## src/core/cafg_pkg.sv

```systemverilog
`default_nettype none
package cafg_pkg;
	// Serial target address: value is arbitrary
	localparam logic [6:0] DEV_ADDR      = 7'h2A;
	localparam logic [7:0] REG_AUX_CFG   = 8'h03;
	localparam logic [7:0] REG_FAULT     = 8'h04;
	localparam logic [1:0] AUX_CFG_RST   = 2'h0;
	localparam logic [5:0] FAULT_RST     = 6'h02;
	localparam int         CFG_SINGLE    = 1;
	localparam int         CFG_BLANK     = 0;
	localparam int         FLG_RETRY     = 5;
	localparam int         FLG_OVERCUR   = 4;
	localparam int         FLG_WARN      = 3;
	localparam int         FLG_OFF       = 2;
	localparam int         FLG_UNDERV    = 1;
	localparam int         FLG_OVERV     = 0;
	localparam int         NUM_FLAGS     = 6;
	localparam logic [3:0] BITS_PER_BYTE = 4'h8;
endpackage
`default_nettype wire

```

## src/core/cafg_event_flag.sv

```systemverilog
`timescale 1ns/1ps
`default_nettype none
module cafg_event_flag #(
	parameter logic RST_VAL = 1'b0
) (
	// Clock and reset
	input  wire logic clk_i,
	input  wire logic sys_rst_i,
	input  wire logic ce_i,
	// Event and clear
	input  wire logic set_i,
	input  wire logic clr_i,
	output logic      flag_o
);
	logic flag_r;

	// A set in the clearing cycle survives, so no event is lost
	always_ff @(posedge clk_i or posedge sys_rst_i) begin
		if (sys_rst_i) begin
			flag_r <= RST_VAL;
		end else if (ce_i) begin
			flag_r <= set_i | (flag_r & ~clr_i);
		end
	end

	assign flag_o = flag_r;
endmodule
`default_nettype wire

```

## src/core/cafg_top.sv

```systemverilog
`timescale 1ns/1ps
`default_nettype none
module cafg_top (
	// Clock, reset, enable
	input  wire logic clk_i,
	input  wire logic sys_rst_i,
	input  wire logic ce_i,
	// Two-wire serial bus
	input  wire logic scl_i,
	input  wire logic sda_i,
	output logic      sda_o,
	output logic      sda_oe_o,
	// Fault events from the converter
	input  wire logic evt_retry_i,
	input  wire logic overcurrent_flag_i,
	input  wire logic overtemp_warning_flag_i,
	input  wire logic overtemp_off_flag_i,
	input  wire logic undervolt_flag_i,
	input  wire logic overvolt_flag_i,
	// Power-good path
	input  wire logic window_ok_i,
	input  wire logic setpoint_slewing_i,
	output logic      power_good_output_o,
	output logic      power_good_output_oe_o,
	// Standalone-operation controls
	input  wire logic clock_follow_src_i,
	output logic      en_pulldown_o,
	output logic      clock_follow_output_o
);
	typedef enum logic [3:0] {
		ST_IDLE, ST_ADDR, ST_AACK, ST_REG, ST_RACK,
		ST_WDAT, ST_WACK, ST_RDAT, ST_MACK
	} cafg_state_t;

	cafg_state_t state_r;
	logic        scl_q_r;
	logic        sda_q_r;
	logic [3:0]  cnt_r;
	logic [7:0]  shift_r;
	logic [7:0]  ptr_r;
	logic        rw_r;
	logic        mack_r;
	logic        sda_oe_r;
	logic [1:0]  cfg_r;
	logic [5:0]  evt_vec;
	logic [5:0]  flags_w;
	logic [7:0]  rd_byte;
	logic        scl_rise;
	logic        scl_fall;
	logic        bus_start;
	logic        bus_stop;
	logic        rd_load;
	logic        stat_clr;
	logic        wr_cfg;

	assign scl_rise  = scl_i & ~scl_q_r;
	assign scl_fall  = ~scl_i & scl_q_r;
	assign bus_start = scl_i & scl_q_r & sda_q_r & ~sda_i;
	assign bus_stop  = scl_i & scl_q_r & ~sda_q_r & sda_i;

	// A byte is loaded for the host after the ack of a read address or a host ack
	assign rd_load  = scl_fall & ((state_r == ST_AACK & rw_r) | (state_r == ST_MACK & mack_r));
	assign stat_clr = rd_load & (ptr_r == cafg_pkg::REG_FAULT);
	assign wr_cfg   = scl_fall & (state_r == ST_WDAT) & (cnt_r == cafg_pkg::BITS_PER_BYTE)
		& (ptr_r == cafg_pkg::REG_AUX_CFG);

	always_comb begin
		rd_byte = 8'h00;
		if (ptr_r == cafg_pkg::REG_AUX_CFG) begin
			rd_byte = {6'h00, cfg_r};
		end else if (ptr_r == cafg_pkg::REG_FAULT) begin
			rd_byte = {2'h0, flags_w};
		end
	end

	always_ff @(posedge clk_i or posedge sys_rst_i) begin
		if (sys_rst_i) begin
			scl_q_r <= 1'b1;
			sda_q_r <= 1'b1;
		end else if (ce_i) begin
			scl_q_r <= scl_i;
			sda_q_r <= sda_i;
		end
	end

	// Serial target: shifts on SCL rise, drives SDA after SCL fall
	always_ff @(posedge clk_i or posedge sys_rst_i) begin
		if (sys_rst_i) begin
			state_r  <= ST_IDLE;
			cnt_r    <= 4'h0;
			shift_r  <= 8'h00;
			ptr_r    <= 8'h00;
			rw_r     <= 1'b0;
			mack_r   <= 1'b0;
			sda_oe_r <= 1'b0;
		end else if (ce_i) begin
			if (bus_start) begin
				state_r  <= ST_ADDR;
				cnt_r    <= 4'h0;
				sda_oe_r <= 1'b0;
			end else if (bus_stop) begin
				state_r  <= ST_IDLE;
				sda_oe_r <= 1'b0;
			end else if (scl_rise) begin
				case (state_r)
					ST_ADDR, ST_REG, ST_WDAT: begin
						shift_r <= {shift_r[6:0], sda_i};
						cnt_r   <= cnt_r + 4'h1;
					end
					ST_RDAT: cnt_r <= cnt_r + 4'h1;
					ST_MACK: mack_r <= ~sda_i;
					default: ;
				endcase
			end else if (scl_fall) begin
				case (state_r)
					ST_ADDR: begin
						if (cnt_r == cafg_pkg::BITS_PER_BYTE) begin
							if (shift_r[7:1] == cafg_pkg::DEV_ADDR) begin
								rw_r     <= shift_r[0];
								sda_oe_r <= 1'b1;
								state_r  <= ST_AACK;
							end else begin
								state_r <= ST_IDLE;
							end
						end
					end
					ST_AACK, ST_MACK: begin
						cnt_r <= 4'h0;
						if (rd_load) begin
							shift_r  <= rd_byte;
							sda_oe_r <= ~rd_byte[7];
							ptr_r    <= ptr_r + 8'h01;
							state_r  <= ST_RDAT;
						end else begin
							sda_oe_r <= 1'b0;
							state_r  <= (state_r == ST_AACK) ? ST_REG : ST_IDLE;
						end
					end
					ST_REG: begin
						if (cnt_r == cafg_pkg::BITS_PER_BYTE) begin
							ptr_r    <= shift_r;
							sda_oe_r <= 1'b1;
							state_r  <= ST_RACK;
						end
					end
					ST_RACK, ST_WACK: begin
						cnt_r    <= 4'h0;
						sda_oe_r <= 1'b0;
						state_r  <= ST_WDAT;
					end
					ST_WDAT: begin
						if (cnt_r == cafg_pkg::BITS_PER_BYTE) begin
							ptr_r    <= ptr_r + 8'h01;
							sda_oe_r <= 1'b1;
							state_r  <= ST_WACK;
						end
					end
					ST_RDAT: begin
						if (cnt_r == cafg_pkg::BITS_PER_BYTE) begin
							sda_oe_r <= 1'b0;
							state_r  <= ST_MACK;
						end else begin
							shift_r  <= {shift_r[6:0], 1'b0};
							sda_oe_r <= ~shift_r[6];
						end
					end
					default: state_r <= ST_IDLE;
				endcase
			end
		end
	end

	// Open-drain data: only the enable ever moves, the value stays low
	always_ff @(posedge clk_i or posedge sys_rst_i) begin
		if (sys_rst_i) begin
			sda_o <= 1'b0;
		end else if (ce_i) begin
			sda_o <= 1'b0;
		end
	end

	assign sda_oe_o = sda_oe_r;

	// Upper bits are never stored, so they read as zero whatever is written
	always_ff @(posedge clk_i or posedge sys_rst_i) begin
		if (sys_rst_i) begin
			cfg_r <= cafg_pkg::AUX_CFG_RST;
		end else if (ce_i && wr_cfg) begin
			cfg_r <= shift_r[1:0];
		end
	end

	assign evt_vec[cafg_pkg::FLG_RETRY]   = evt_retry_i;
	assign evt_vec[cafg_pkg::FLG_OVERCUR] = overcurrent_flag_i;
	assign evt_vec[cafg_pkg::FLG_WARN]    = overtemp_warning_flag_i;
	assign evt_vec[cafg_pkg::FLG_OFF]     = overtemp_off_flag_i;
	assign evt_vec[cafg_pkg::FLG_UNDERV]  = undervolt_flag_i;
	assign evt_vec[cafg_pkg::FLG_OVERV]   = overvolt_flag_i;

	for (genvar k = 0; k < cafg_pkg::NUM_FLAGS; k++) begin : g_flag
		cafg_event_flag #(
			.RST_VAL (cafg_pkg::FAULT_RST[k])
		) u_flag (
			.clk_i     (clk_i),
			.sys_rst_i (sys_rst_i),
			.ce_i      (ce_i),
			.set_i     (evt_vec[k]),
			.clr_i     (stat_clr),
			.flag_o    (flags_w[k])
		);
	end

	// Open-drain good flag: pulled low when bad, released when good or blanked
	always_ff @(posedge clk_i or posedge sys_rst_i) begin
		if (sys_rst_i) begin
			power_good_output_o    <= 1'b0;
			power_good_output_oe_o <= 1'b1;
		end else if (ce_i) begin
			power_good_output_o    <= 1'b0;
			power_good_output_oe_o <= ~(window_ok_i
				| (cfg_r[cafg_pkg::CFG_BLANK] & setpoint_slewing_i));
		end
	end

	// Stacked setups rely on the host leaving the standalone bit clear
	always_ff @(posedge clk_i or posedge sys_rst_i) begin
		if (sys_rst_i) begin
			en_pulldown_o         <= 1'b1;
			clock_follow_output_o <= 1'b0;
		end else if (ce_i) begin
			en_pulldown_o         <= ~cfg_r[cafg_pkg::CFG_SINGLE];
			clock_follow_output_o <= ~cfg_r[cafg_pkg::CFG_SINGLE] & clock_follow_src_i;
		end
	end
endmodule
`default_nettype wire

```

## config.mk

```make
export PLATFORM = sky130hd
export DESIGN_NAME = cafg_top
export DESIGN_NICKNAME = d
export VERILOG_FILES = /design/src/core/cafg_pkg.sv /design/src/core/cafg_event_flag.sv /design/src/core/cafg_top.sv
export SDC_FILE = /design/constraint.sdc
export NUM_CORES = 1
export LEC_CHECK = 0
export BUFFER_PORTS_ARGS = -buffer_cell sky130_fd_sc_hd__buf_2
export CAP_MARGIN = 20
export CORE_UTILIZATION = 65
export CTS_CLUSTER_SIZE = 24
export DETAILED_ROUTE_END_ITERATION = 16
export PLACE_DENSITY = 0.82
export SLEW_MARGIN = 30
export SYNTH_ARGS = -nofsm -noshare
export SYNTH_HDL_FRONTEND = slang
export SYNTH_HIERARCHICAL = 1
export SYNTH_SLANG_ARGS = --single-unit
export TNS_END_PERCENT = 1
```

## constraint.sdc

```tcl
create_clock -name clk_i -period 3.4 [get_ports clk_i]
set_clock_uncertainty 0.15 [all_clocks]
set_input_delay 0 -clock clk_i [delete_from_list [all_inputs] [get_ports clk_i]]
set_output_delay 0 -clock clk_i [all_outputs]
set_load 0.05 [all_outputs]
```

==> results.py, run 1 <==
metrics = {
    "outcome": {
        "outcome": "complete, no violations",
    },
    "synthesis": {
        "seq_area_frac_synth_pct": 39.3,
        "synth_ff_type": "dfrtp_1",
        "synth_commonest_cells": "nand2_1 (46), dfrtp_1 (35), a21oi_1 (20), o21ai_0 (20), inv_1 (18)",
        "synth_top_area_cell": "dfrtp_1",
        "yosysWarnings": 6,
        "avgSynthCellArea_um2": 8.87,
        "syn-instance-count": 289,
        "ys_types": 60,
        "synth_area_leaders": "dfrtp_1 (34%), nand2_1 (6.7%), mux2_2 (5.3%)",
        "async_reset_ff_share_pct": 100,
        "synth_edf_count": 0,
        "netlist_area_um2": 2560,
        "synth_seq_cells": 40,
        "yosysTopAreaCellShare_pct": 34.2,
        "synth_most_common_cell": "nand2_1",
    },
    "setup_path": {
        "ff2ff_path_depth": 7,
        "max_stage_delay_ps": 680,
        "slowest_stage": "a221oi_4",
        "cp.required_ps": 3490,
        "start_kind": "register",
        "critical_path_arrival_ps": 2760,
        "cp_max_fo": 17,
        "worstSetupPathType": "reg2reg",
        "endpoint_kind": "register",
        "path_cells": "inv_1 > ha_1 > nand3b_1 > or3_4 > a221oi_4 > a21boi_2 > a2bb2oi_2",
    },
    "die": {
        "start_util_pct": 69.0,
        "core.rowCount": 22,
        "dieWidth_um": 64.8,
        "ioPinCount": 20,
        "coreArea_um2": 3720,
        "die_h_um": 64.8,
        "die_area_um2": 4200,
    },
    "detailed_routing": {
        "via_count": 2359,
        "first_pass_iters": 5,
        "antenna_left": 0,
        "drt_drc_violations_left": 0,
        "totalWireLength_mm": 6.48,
        "wl_per_cell_um": 17.8,
        "viasPerCell": 6.50,
        "drtIter0Drc": 263,
    },
    "power_and_ir_drop": {
        "power.total_mw": 1.06,
        "p_leak_nw": 1.29,
        "ir_worst_vdd_mv": 0.382,
        "power_density_nw_per_um2": 368,
    },
    "sta": {
        "worst_pin_slew_ps": 802,
        "report.final.slew_viol_count": 0,
        "period_minus_slack_ps": 2680,
        "hold_ws_ps": 29.0,
        "tns_ps": 0,
        "rsz0062_at_grt": "no",
        "relSlewSlack_pct": 45.8,
        "layout_setup_ws_ps": 724,
        "hold_viol": 0,
        "fin_crit_sh_pct": 78.7,
        "max_freq_mhz": 374,
        "setup_viol": 0,
    },
    "clocking": {
        "clock_latency_ps": 300,
        "clock-sinks": 40,
        "cts.clk_slew.worst_paths_ps": 80,
        "cts_buffers": 5,
        "clockBufferDepth": 2,
        "htreeDepth": 2,
        "root_buffer": "clkbuf_8",
        "cts_tree": "done",
    },
    "cells_and_area": {
        "final_layout_size_suffix_gt1_share_pct": 16.8,
        "post-route-util_pct": 77.7,
        "area_growth_pct": 12.6,
        "stdcell_count": 363,
        "diodes": 0,
        "final_nets": 335,
        "fin_area_um2": 2890,
    },
    "flow_run": {
        "maxCapViolations": 0,
    },
    "global_route": {
        "gr-total-overflow": 0,
        "grt_antenna_before_repair": 0,
        "grt_max_degree": 26,
        "grt_first_pass_wirelength_mm": 10.8,
        "grt.total_usage_pct": 34.8,
        "grt_pass1_vias": 2239,
    },
    "placed_design": {
        "placed_area_um2": 2640,
        "dp_hpwl_mm": 4.25,
        "place_ws_ps": 757,
        "io_buffer_count": 17,
        "dp.cells": 341,
        "gp_congestion": 0.957,
    },
    "worst_hold_path": {
        "hold_depth": 3,
        "hold_class": "in2reg",
    },
}
## routing by layer
metal | part of all wire [%] | global-route usage [%] | vias up
met5 | 0 | 0 | -
met3 | 7.2 | 7.39 | 25
met4 | 2.4 | 13.9 | 0
met2 | 49 | 55.9 | 121
li1 | - | - | 1096
met1 | 41 | 45.5 | 1117
## layout make-up
type,instances,area [um^2]
Multi-Input combinational cell,217,1410
Sequential cell,40,1010
Fill cell,246,830
Timing Repair Buffer,32,233
Clock buffer,6,72.6
Inverter,18,67.6
Tap cell,48,60.1
Clock inverter,2,35.0
## worst max-delay path, delay by kind of cell, from the launching register on
kind	cells	cell delay (ps)
AO/OA/AOI/OAI	3	1100
adder cells (fa/ha/maj)	1	180
buffers and inverters	1	100
flip-flops	1	420
AND/OR/NAND/NOR	2	670
## state kept, by name, indices dropped and copies added, names as in the netlist, 2 cells and up
signal and flops:
shift_r 8, cnt_r 4, cfg_r 2, ptr_r 8, state_r 4, g_flag.u_flag/flag_o 6
## cell families (layout without fill, tap and decap cells)
logic type / Yosys count / after routing / synth area share [%]
other: 1 / 2 / 0.146
AND/OR/NAND/NOR: 108 / 108 / 21.3
AO/OA/AOI/OAI: 82 / 82 / 22.5
XOR/XNOR: 2 / 2 / 0.683
buffers and inverters: 33 / 58 / 5.81
multiplexers: 16 / 16 / 6.83
flip-flops: 40 / 40 / 39.3
adder cells (fa/ha/maj): 7 / 7 / 3.42
## cells in the final DEF (no fill, tap or decap), types with 4 or more instances in the layout
master / synthesis / final
a31oi_1: 5 / 5
dfrtp_1: 35 / 35
buf_2: 2 / 17
a22o_1: 8 / 8
inv_1: 18 / 17
nand4_1: 4 / 4
o21ai_0: 20 / 20
ha_1: 7 / 7
dlygate4sd3_1: 0 / 14
nor2b_1: 4 / 4
a21oi_1: 20 / 20
nand3_1: 14 / 14
nor2_1: 10 / 10
dfstp_2: 5 / 5
mux2_2: 12 / 12
mux2i_1: 4 / 4
nand2_1: 46 / 46
clkbuf_8: 0 / 5
nor3_1: 4 / 4
o22ai_1: 4 / 4
## where the power goes
group	internal, mW	switching [mW]
clock network	0.218	0.165
logic	0.0566	0.0994
registers	0.498	0.0255
total	0.773	0.290
## final timing paths
check	from	end	slack, ps
worst min-delay path	ce_i	g_flag[5].u_flag/flag_o$_DFFE_PP0P_	30
max in group asynchronous	sys_rst_i	en_pulldown_o$_DFFE_PP1P_	2300
worst max-delay path	cnt_r[0]$_DFFE_PP0P_	ptr_r[7]$_DFFE_PP0P_	720
worst max register to register	cnt_r[0]$_DFFE_PP0P_	ptr_r[7]$_DFFE_PP0P_	720
worst min register to register	g_flag[4].u_flag/flag_o$_DFFE_PP0P_	g_flag[4].u_flag/flag_o$_DFFE_PP0P_	360
min in group asynchronous	sys_rst_i	g_flag[1].u_flag/flag_o$_DFFE_PP1P_	120
## what timing repair did
item | in CTS | in global routing
hold endpoints to repair | 38 | 0
setup endpoints to repair | 0 | 0
gates resized for setup | 0 | 0
buffers inserted | 0 | 0
hold buffers | 14 | 0
No activity file was read; power rests on OpenSTA's default activity.
==> run 2: changes to the inputs <==
--- a/config.mk
+++ b/config.mk
@@ -7,10 +7,10 @@
 export LEC_CHECK = 0
 export BUFFER_PORTS_ARGS = -buffer_cell sky130_fd_sc_hd__buf_2
 export CAP_MARGIN = 20
-export CORE_UTILIZATION = 65
+export CORE_UTILIZATION = 54
 export CTS_CLUSTER_SIZE = 24
 export DETAILED_ROUTE_END_ITERATION = 16
-export PLACE_DENSITY = 0.82
+export PLACE_DENSITY = 0.73
 export SLEW_MARGIN = 30
 export SYNTH_ARGS = -nofsm -noshare
 export SYNTH_HDL_FRONTEND = slang
==> constraint.sdc (replaced) <==
create_clock -name clk_i -period 2.39 [get_ports clk_i]
set_clock_uncertainty 0.15 [all_clocks]
set_input_delay 0 -clock clk_i [delete_from_list [all_inputs] [get_ports clk_i]]
set_output_delay 0 -clock clk_i [all_outputs]
set_load 0.05 [all_outputs]
==> run 2 against run 1 <==
Against the previous run: largest cell class unchanged; setup slack lost 620 ps; routed wire length is 4.0% lower; clock power increased by 16%; die area up 20%; sequential share of layout area is 1.8 points lower; largest power group unchanged.
==> results.py, run 2 (synthesis results as in run 1) <==
metrics = {
    "outcome": {
        "outcome": "complete, no violations",
    },
    "detailed_routing": {
        "drtIter0Drc": 254,
        "wl_met1_mm": 2.85,
        "totalWireLength_mm": 6.22,
        "dr_wl_met2_mm": 2.88,
        "dr.max_layer_used": "met4",
        "met3_length_um": 388,
        "viasPerCell": 6.06,
        "antenna_left": 0,
        "drt_drc_violations_left": 0,
        "first_pass_iters": 4,
        "via_count": 2338,
        "wl_per_cell_um": 16.1,
    },
    "power_and_ir_drop": {
        "power_density_nw_per_um2": 466,
        "ir_worst_vdd_mv": 0.337,
        "p_leak_nw": 1.38,
    },
    "clocking": {
        "cts_buffers": 5,
        "htreeDepth": 2,
        "clock-sinks": 40,
        "cts.clk_slew.worst_paths_ps": 80,
        "clockBufferDepth": 2,
        "cts_tree": "done",
        "clock_latency_ps": 300,
        "post_cts_buffers": 0,
        "root_buffer": "clkbuf_8",
    },
    "die": {
        "coreArea_um2": 4440,
        "dieWidth_um": 70.9,
        "start_util_pct": 57.7,
        "die_h_um": 70.9,
        "ioPinCount": 20,
        "die_area_um2": 5030,
        "core.rowCount": 24,
    },
    "global_route": {
        "gr-total-overflow": 0,
        "grt.total_usage_pct": 26.5,
        "grt_pass1_vias": 2174,
        "grt_max_degree": 22,
        "grt_antenna_before_repair": 0,
        "grt_first_pass_wirelength_mm": 10.3,
    },
    "cells_and_area": {
        "layout_commonest_cell": "nand2_1",
        "layout_common_cells": "nand2_1 (46), dfrtp_1 (35), a21oi_1 (20), o21ai_0 (20), inv_1 (18)",
        "filler_cell_count": 352,
        "post-route-util_pct": 68.5,
        "diodes": 0,
        "final_nets": 354,
        "stdcell_count": 386,
        "area_growth_pct": 18.7,
        "final_layout_size_suffix_gt1_share_pct": 21.3,
    },
    "setup_path": {
        "worstReg2RegStart": "sda_q_r$_DFFE_PP1P_",
        "worstSetupPathType": "reg2reg",
        "cp.required_ps": 2420,
        "endpoint_kind": "register",
        "start_kind": "register",
        "critical_path_arrival_ps": 2320,
        "cp_max_fo": 8,
        "crit_path_start": "sda_q_r$_DFFE_PP1P_",
    },
    "sta": {
        "max_freq_mhz": 437,
        "hold_viol": 0,
        "report.final.slew_viol_count": 0,
        "layout_setup_ws_ps": 100,
        "period_minus_slack_ps": 2290,
        "relSlewSlack_pct": 52.9,
        "setup_viol": 0,
        "rsz0062_at_grt": "yes",
        "fin_crit_sh_pct": 95.8,
        "worst_pin_slew_ps": 699,
        "tns_ps": 0,
    },
    "worst_hold_path": {
        "hold_class": "in2async",
    },
    "placed_design": {
        "io_buffer_count": 17,
        "dp_hpwl_mm": 4.45,
        "dp.cells": 362,
        "gp_congestion": 0.910,
        "place_ws_ps": 77.6,
    },
    "flow_run": {
        "maxCapViolations": 0,
    },
}
run 2: final timing paths:
check	endpoint	slack, ps	cells after the start
max in group asynchronous	scl_q_r$_DFFE_PP1P_	1230	4
max	shift_r[1]$_DFFE_PP0P_	100	5
max reg2reg	shift_r[1]$_DFFE_PP0P_	100	5
min	g_flag[1].u_flag/flag_o$_DFFE_PP1P_	140	3
min in group clk_i	clock_follow_output_o$_DFFE_PP0P_	300	3
min reg2reg	clock_follow_output_o$_DFFE_PP0P_	360	1
run 2: layout make-up:
cell class | count | area (um^2) | share of cell area (%)
Clock inverter | 1 | 5.00 | 0.164
Timing Repair Buffer | 51 | 393 | 12.9
Clock buffer | 7 | 76.3 | 2.51
Inverter | 18 | 67.6 | 2.22
Sequential cell | 40 | 1010 | 33.1
Multi-Input combinational cell | 217 | 1430 | 47.0
Tap cell | 52 | 65.1 | 2.14
run 2: timing repair:
action                     CTS  global route
gates resized for setup      0             3
setup endpoints to repair    0            12
hold buffers                16             0
hold endpoints to repair    29             0
run 2: through the flow:
step / total power [mW] / hold slack (ps) / area, um^2
6_report: 1.42 / 138 / 3040
5_1_grt: 1.48 / 129 / 3040
4_1_cts: 1.42 / 112 / 3030
3_5_place_dp: 0.957 / -255 / 2780
3_3_place_gp: 0.950 / -259 / 2780
2_1_floorplan: 0.891 / -421 / 2570
run 2: worst max-delay path: stages, from the launching register on:
cell      delay (ps)
dfstp_2          570
xor2_1           290
a211oi_2         150
and3_1           270
a32oi_4          350
mux2_2           380
run 2: per-layer routing:
| layer | GRT usage (%) | vias to the layer above |
|---|---|---|
| li1 | - | 1128 |
| met1 | 36.4 | 1105 |
| met2 | 42.1 | 94 |
| met3 | 4.56 | 11 |
| met4 | 10.7 | 0 |
| met5 | 0 | - |
run 2: where the power goes:
part           internal (mW)  total (mW)  switching, mW
registers              0.709       0.740         0.0308
clock network          0.205       0.446          0.240
logic                 0.0925       0.233          0.141
total                   1.01        1.42          0.412
==> run 3: changes to the inputs <==
==> constraint.sdc (replaced) <==
create_clock -name clk_i -period 2.08 [get_ports clk_i]
set_clock_uncertainty 0.15 [all_clocks]
set_input_delay 0 -clock clk_i [delete_from_list [all_inputs] [get_ports clk_i]]
set_output_delay 0 -clock clk_i [all_outputs]
set_load 0.05 [all_outputs]
==> run 3 against run 2 <==
Against the previous run: the run now ends with setup timing left; register-to-register slack got worse by 140 ps; total power increased by 25%; flip-flop and latch count unchanged; largest cell class unchanged.
==> results.py, run 3 (synthesis results as in run 1) <==
metrics = {
    "outcome": {
        "outcome": "complete, but fails checks",
        "violations": "setup timing",
    },
    "power_and_ir_drop": {
        "swShare_pct": 30.2,
        "p_seq_share_pct": 47.2,
        "p_comb_share_pct": 22.9,
        "p_int_mw": 1.24,
        "ir_worst_vdd_mv": 0.441,
        "power.total_mw": 1.77,
        "p_clk_share_pct": 29.8,
        "power_density_nw_per_um2": 516,
        "p_switching_uw": 535,
        "p_leak_nw": 1.60,
    },
    "sta": {
        "setup_viol": 9,
        "period_minus_slack_ps": 2120,
        "max_freq_mhz": 473,
        "fin_crit_sh_pct": 102,
        "rsz0062_at_grt": "yes",
        "layout_setup_ws_ps": -36.0,
        "report.final.slew_viol_count": 0,
        "hold_ws_ps": 116,
        "hold_viol": 0,
    },
    "setup_path": {
        "ff2ff_setup_slack_ps": -40,
        "path_cells": "buf_4 > nor2_1 > o21ai_2 > a211oi_1 > o22ai_1 > buf_4 > a31oi_1",
        "path_buf_inv": 2,
        "endpoint_kind": "register",
        "worstReg2RegStart": "state_r[2]$_DFFE_PP0P_",
        "worstSetupPathType": "reg2reg",
        "max_stage_delay_ps": 500,
        "cp.required_ps": 2120,
        "critical_path_arrival_ps": 2160,
        "cpMostUsedCell": "buf_4",
        "cp_max_fo": 9,
        "cp_top_family": "compound AO/OA/AOI/OAI gates",
        "slowest_stage": "dfrtp_1",
        "reg2reg_to": "cnt_r[3]$_DFFE_PP0P_",
        "start_kind": "register",
        "ff2ff_path_depth": 7,
    },
    "cells_and_area": {
        "layout_commonest_cell": "buf_4",
        "area_growth_pct": 34.2,
        "final_layout_size_suffix_gt1_share_pct": 33.7,
        "layout_common_cells": "buf_4 (55), nand2_1 (46), dfrtp_1 (33)",
        "stdcell_count": 426,
        "diodes": 0,
        "final_nets": 394,
        "filler_cell_count": 278,
    },
    "die": {
        "ioPinCount": 20,
        "coreArea_um2": 4440,
        "core.rowCount": 24,
        "die_area_um2": 5030,
        "dieWidth_um": 70.9,
        "die_h_um": 70.9,
        "start_util_pct": 57.7,
    },
    "flow_run": {
        "maxCapViolations": 0,
    },
    "placed_design": {
        "dp_hpwl_mm": 4.87,
        "gp_congestion": 0.936,
        "dp.cells": 399,
        "io_buffer_count": 17,
        "place_ws_ps": -79.9,
    },
    "worst_hold_path": {
        "hold_class": "in2async",
    },
    "detailed_routing": {
        "via_count": 2646,
        "totalWireLength_mm": 7.65,
        "viasPerCell": 6.21,
        "first_pass_iters": 6,
        "antenna_left": 0,
        "drt_drc_violations_left": 0,
        "drtIter0Drc": 245,
        "wl_per_cell_um": 18.0,
    },
    "clocking": {
        "clock_latency_ps": 310,
        "cts.clk_slew.worst_paths_ps": 80,
        "clockBufferDepth": 2,
        "htreeDepth": 2,
        "cts_buffers": 5,
        "root_buffer": "clkbuf_8",
        "clock-sinks": 40,
        "cts_tree": "done",
    },
    "global_route": {
        "grt_antenna_before_repair": 0,
        "gr-total-overflow": 0,
        "grt.total_usage_pct": 31.3,
        "grt_pass1_vias": 2589,
        "grt_first_pass_wirelength_mm": 12.2,
        "grt_max_degree": 35,
    },
}
==> run 3: cell types whose count changed in the layout (fill, tap and decap cells not counted), sizes merged <==
cell	delta
clkbuf	-1
buf	+40
clkinvlp	+1
dlymetal6s4s	+1
dlygate4sd3	-1
==> run 3: area by class of cell <==
type | instances | area [um^2] | area share (%)
inverter | 18 | 67.6 | 1.96
multi-input combinational | 217 | 1490 | 43.4
clock inverter | 2 | 12.5 | 0.364
clock buffer | 6 | 72.6 | 2.11
timing repair buffer | 91 | 721 | 20.9
tap | 52 | 65.1 | 1.89
sequential | 40 | 1010 | 29.3
==> run 3: worst min-delay path, stage by stage <==
cell	delay, ps
dlygate4sd3_1	540
buf_2	140
inv_1	50
==> run 3: metal layers <==
layer	vias up	part of all wire, %	global-route usage [%]
li1	1212	-	-
met1	1274	42	41.4
met2	132	48	53.1
met3	28	7.0	5.13
met4	0	2.1	9.56
met5	-	0	0
==> run 3: power by group through the flow <==
stage / Sequential, mW / Combinational [mW] / Clock (mW)
after floorplan: 0.871 / 0.158 / 0
after global placement: 0.848 / 0.326 / 0
after detailed placement: 0.849 / 0.339 / 0
after CTS: 0.836 / 0.388 / 0.532
after global routing: 0.841 / 0.437 / 0.568
final: 0.838 / 0.406 / 0.529
==> run 3: worst max-delay path by stage <==
stage                                start                    to  slack (ps)  cells after the start
detailed placement     scl_q_r$_DFFE_PP1P_      rw_r$_DFFE_PP0P_         -80                      6
global placement       scl_q_r$_DFFE_PP1P_      rw_r$_DFFE_PP0P_         -60                      6
global route           scl_q_r$_DFFE_PP1P_  cnt_r[3]$_DFFE_PP0P_        -150                      9
finish              state_r[2]$_DFFE_PP0P_  cnt_r[3]$_DFFE_PP0P_         -40                      7
floorplan             cnt_r[0]$_DFFE_PP0P_  ptr_r[1]$_DFFE_PP0P_         -80                      8
CTS                    scl_q_r$_DFFE_PP1P_      rw_r$_DFFE_PP0P_         -20                      6
==> run 3: repair_timing <==
item | in CTS | in global routing
hold buffers | 16 | 0
hold endpoints to repair | 49 | 0
buffers inserted | 2 | 1
endpoints found under the setup margin | 20 | 34
gates resized for setup | 11 | 14
pin swaps | 1 | 2
==> run 3: through the flow <==
stage / area, um^2 / TNS (ps) / util, %
2_1_floorplan: 2590 / -824 / -
3_5_place_dp: 3080 / -824 / 69.3
3_3_place_gp: 3080 / -343 / 69.3
6_report: 3440 / -137 / 77.4
4_1_cts: 3380 / -32.1 / 76.1
5_1_grt: 3440 / -1520 / 77.4
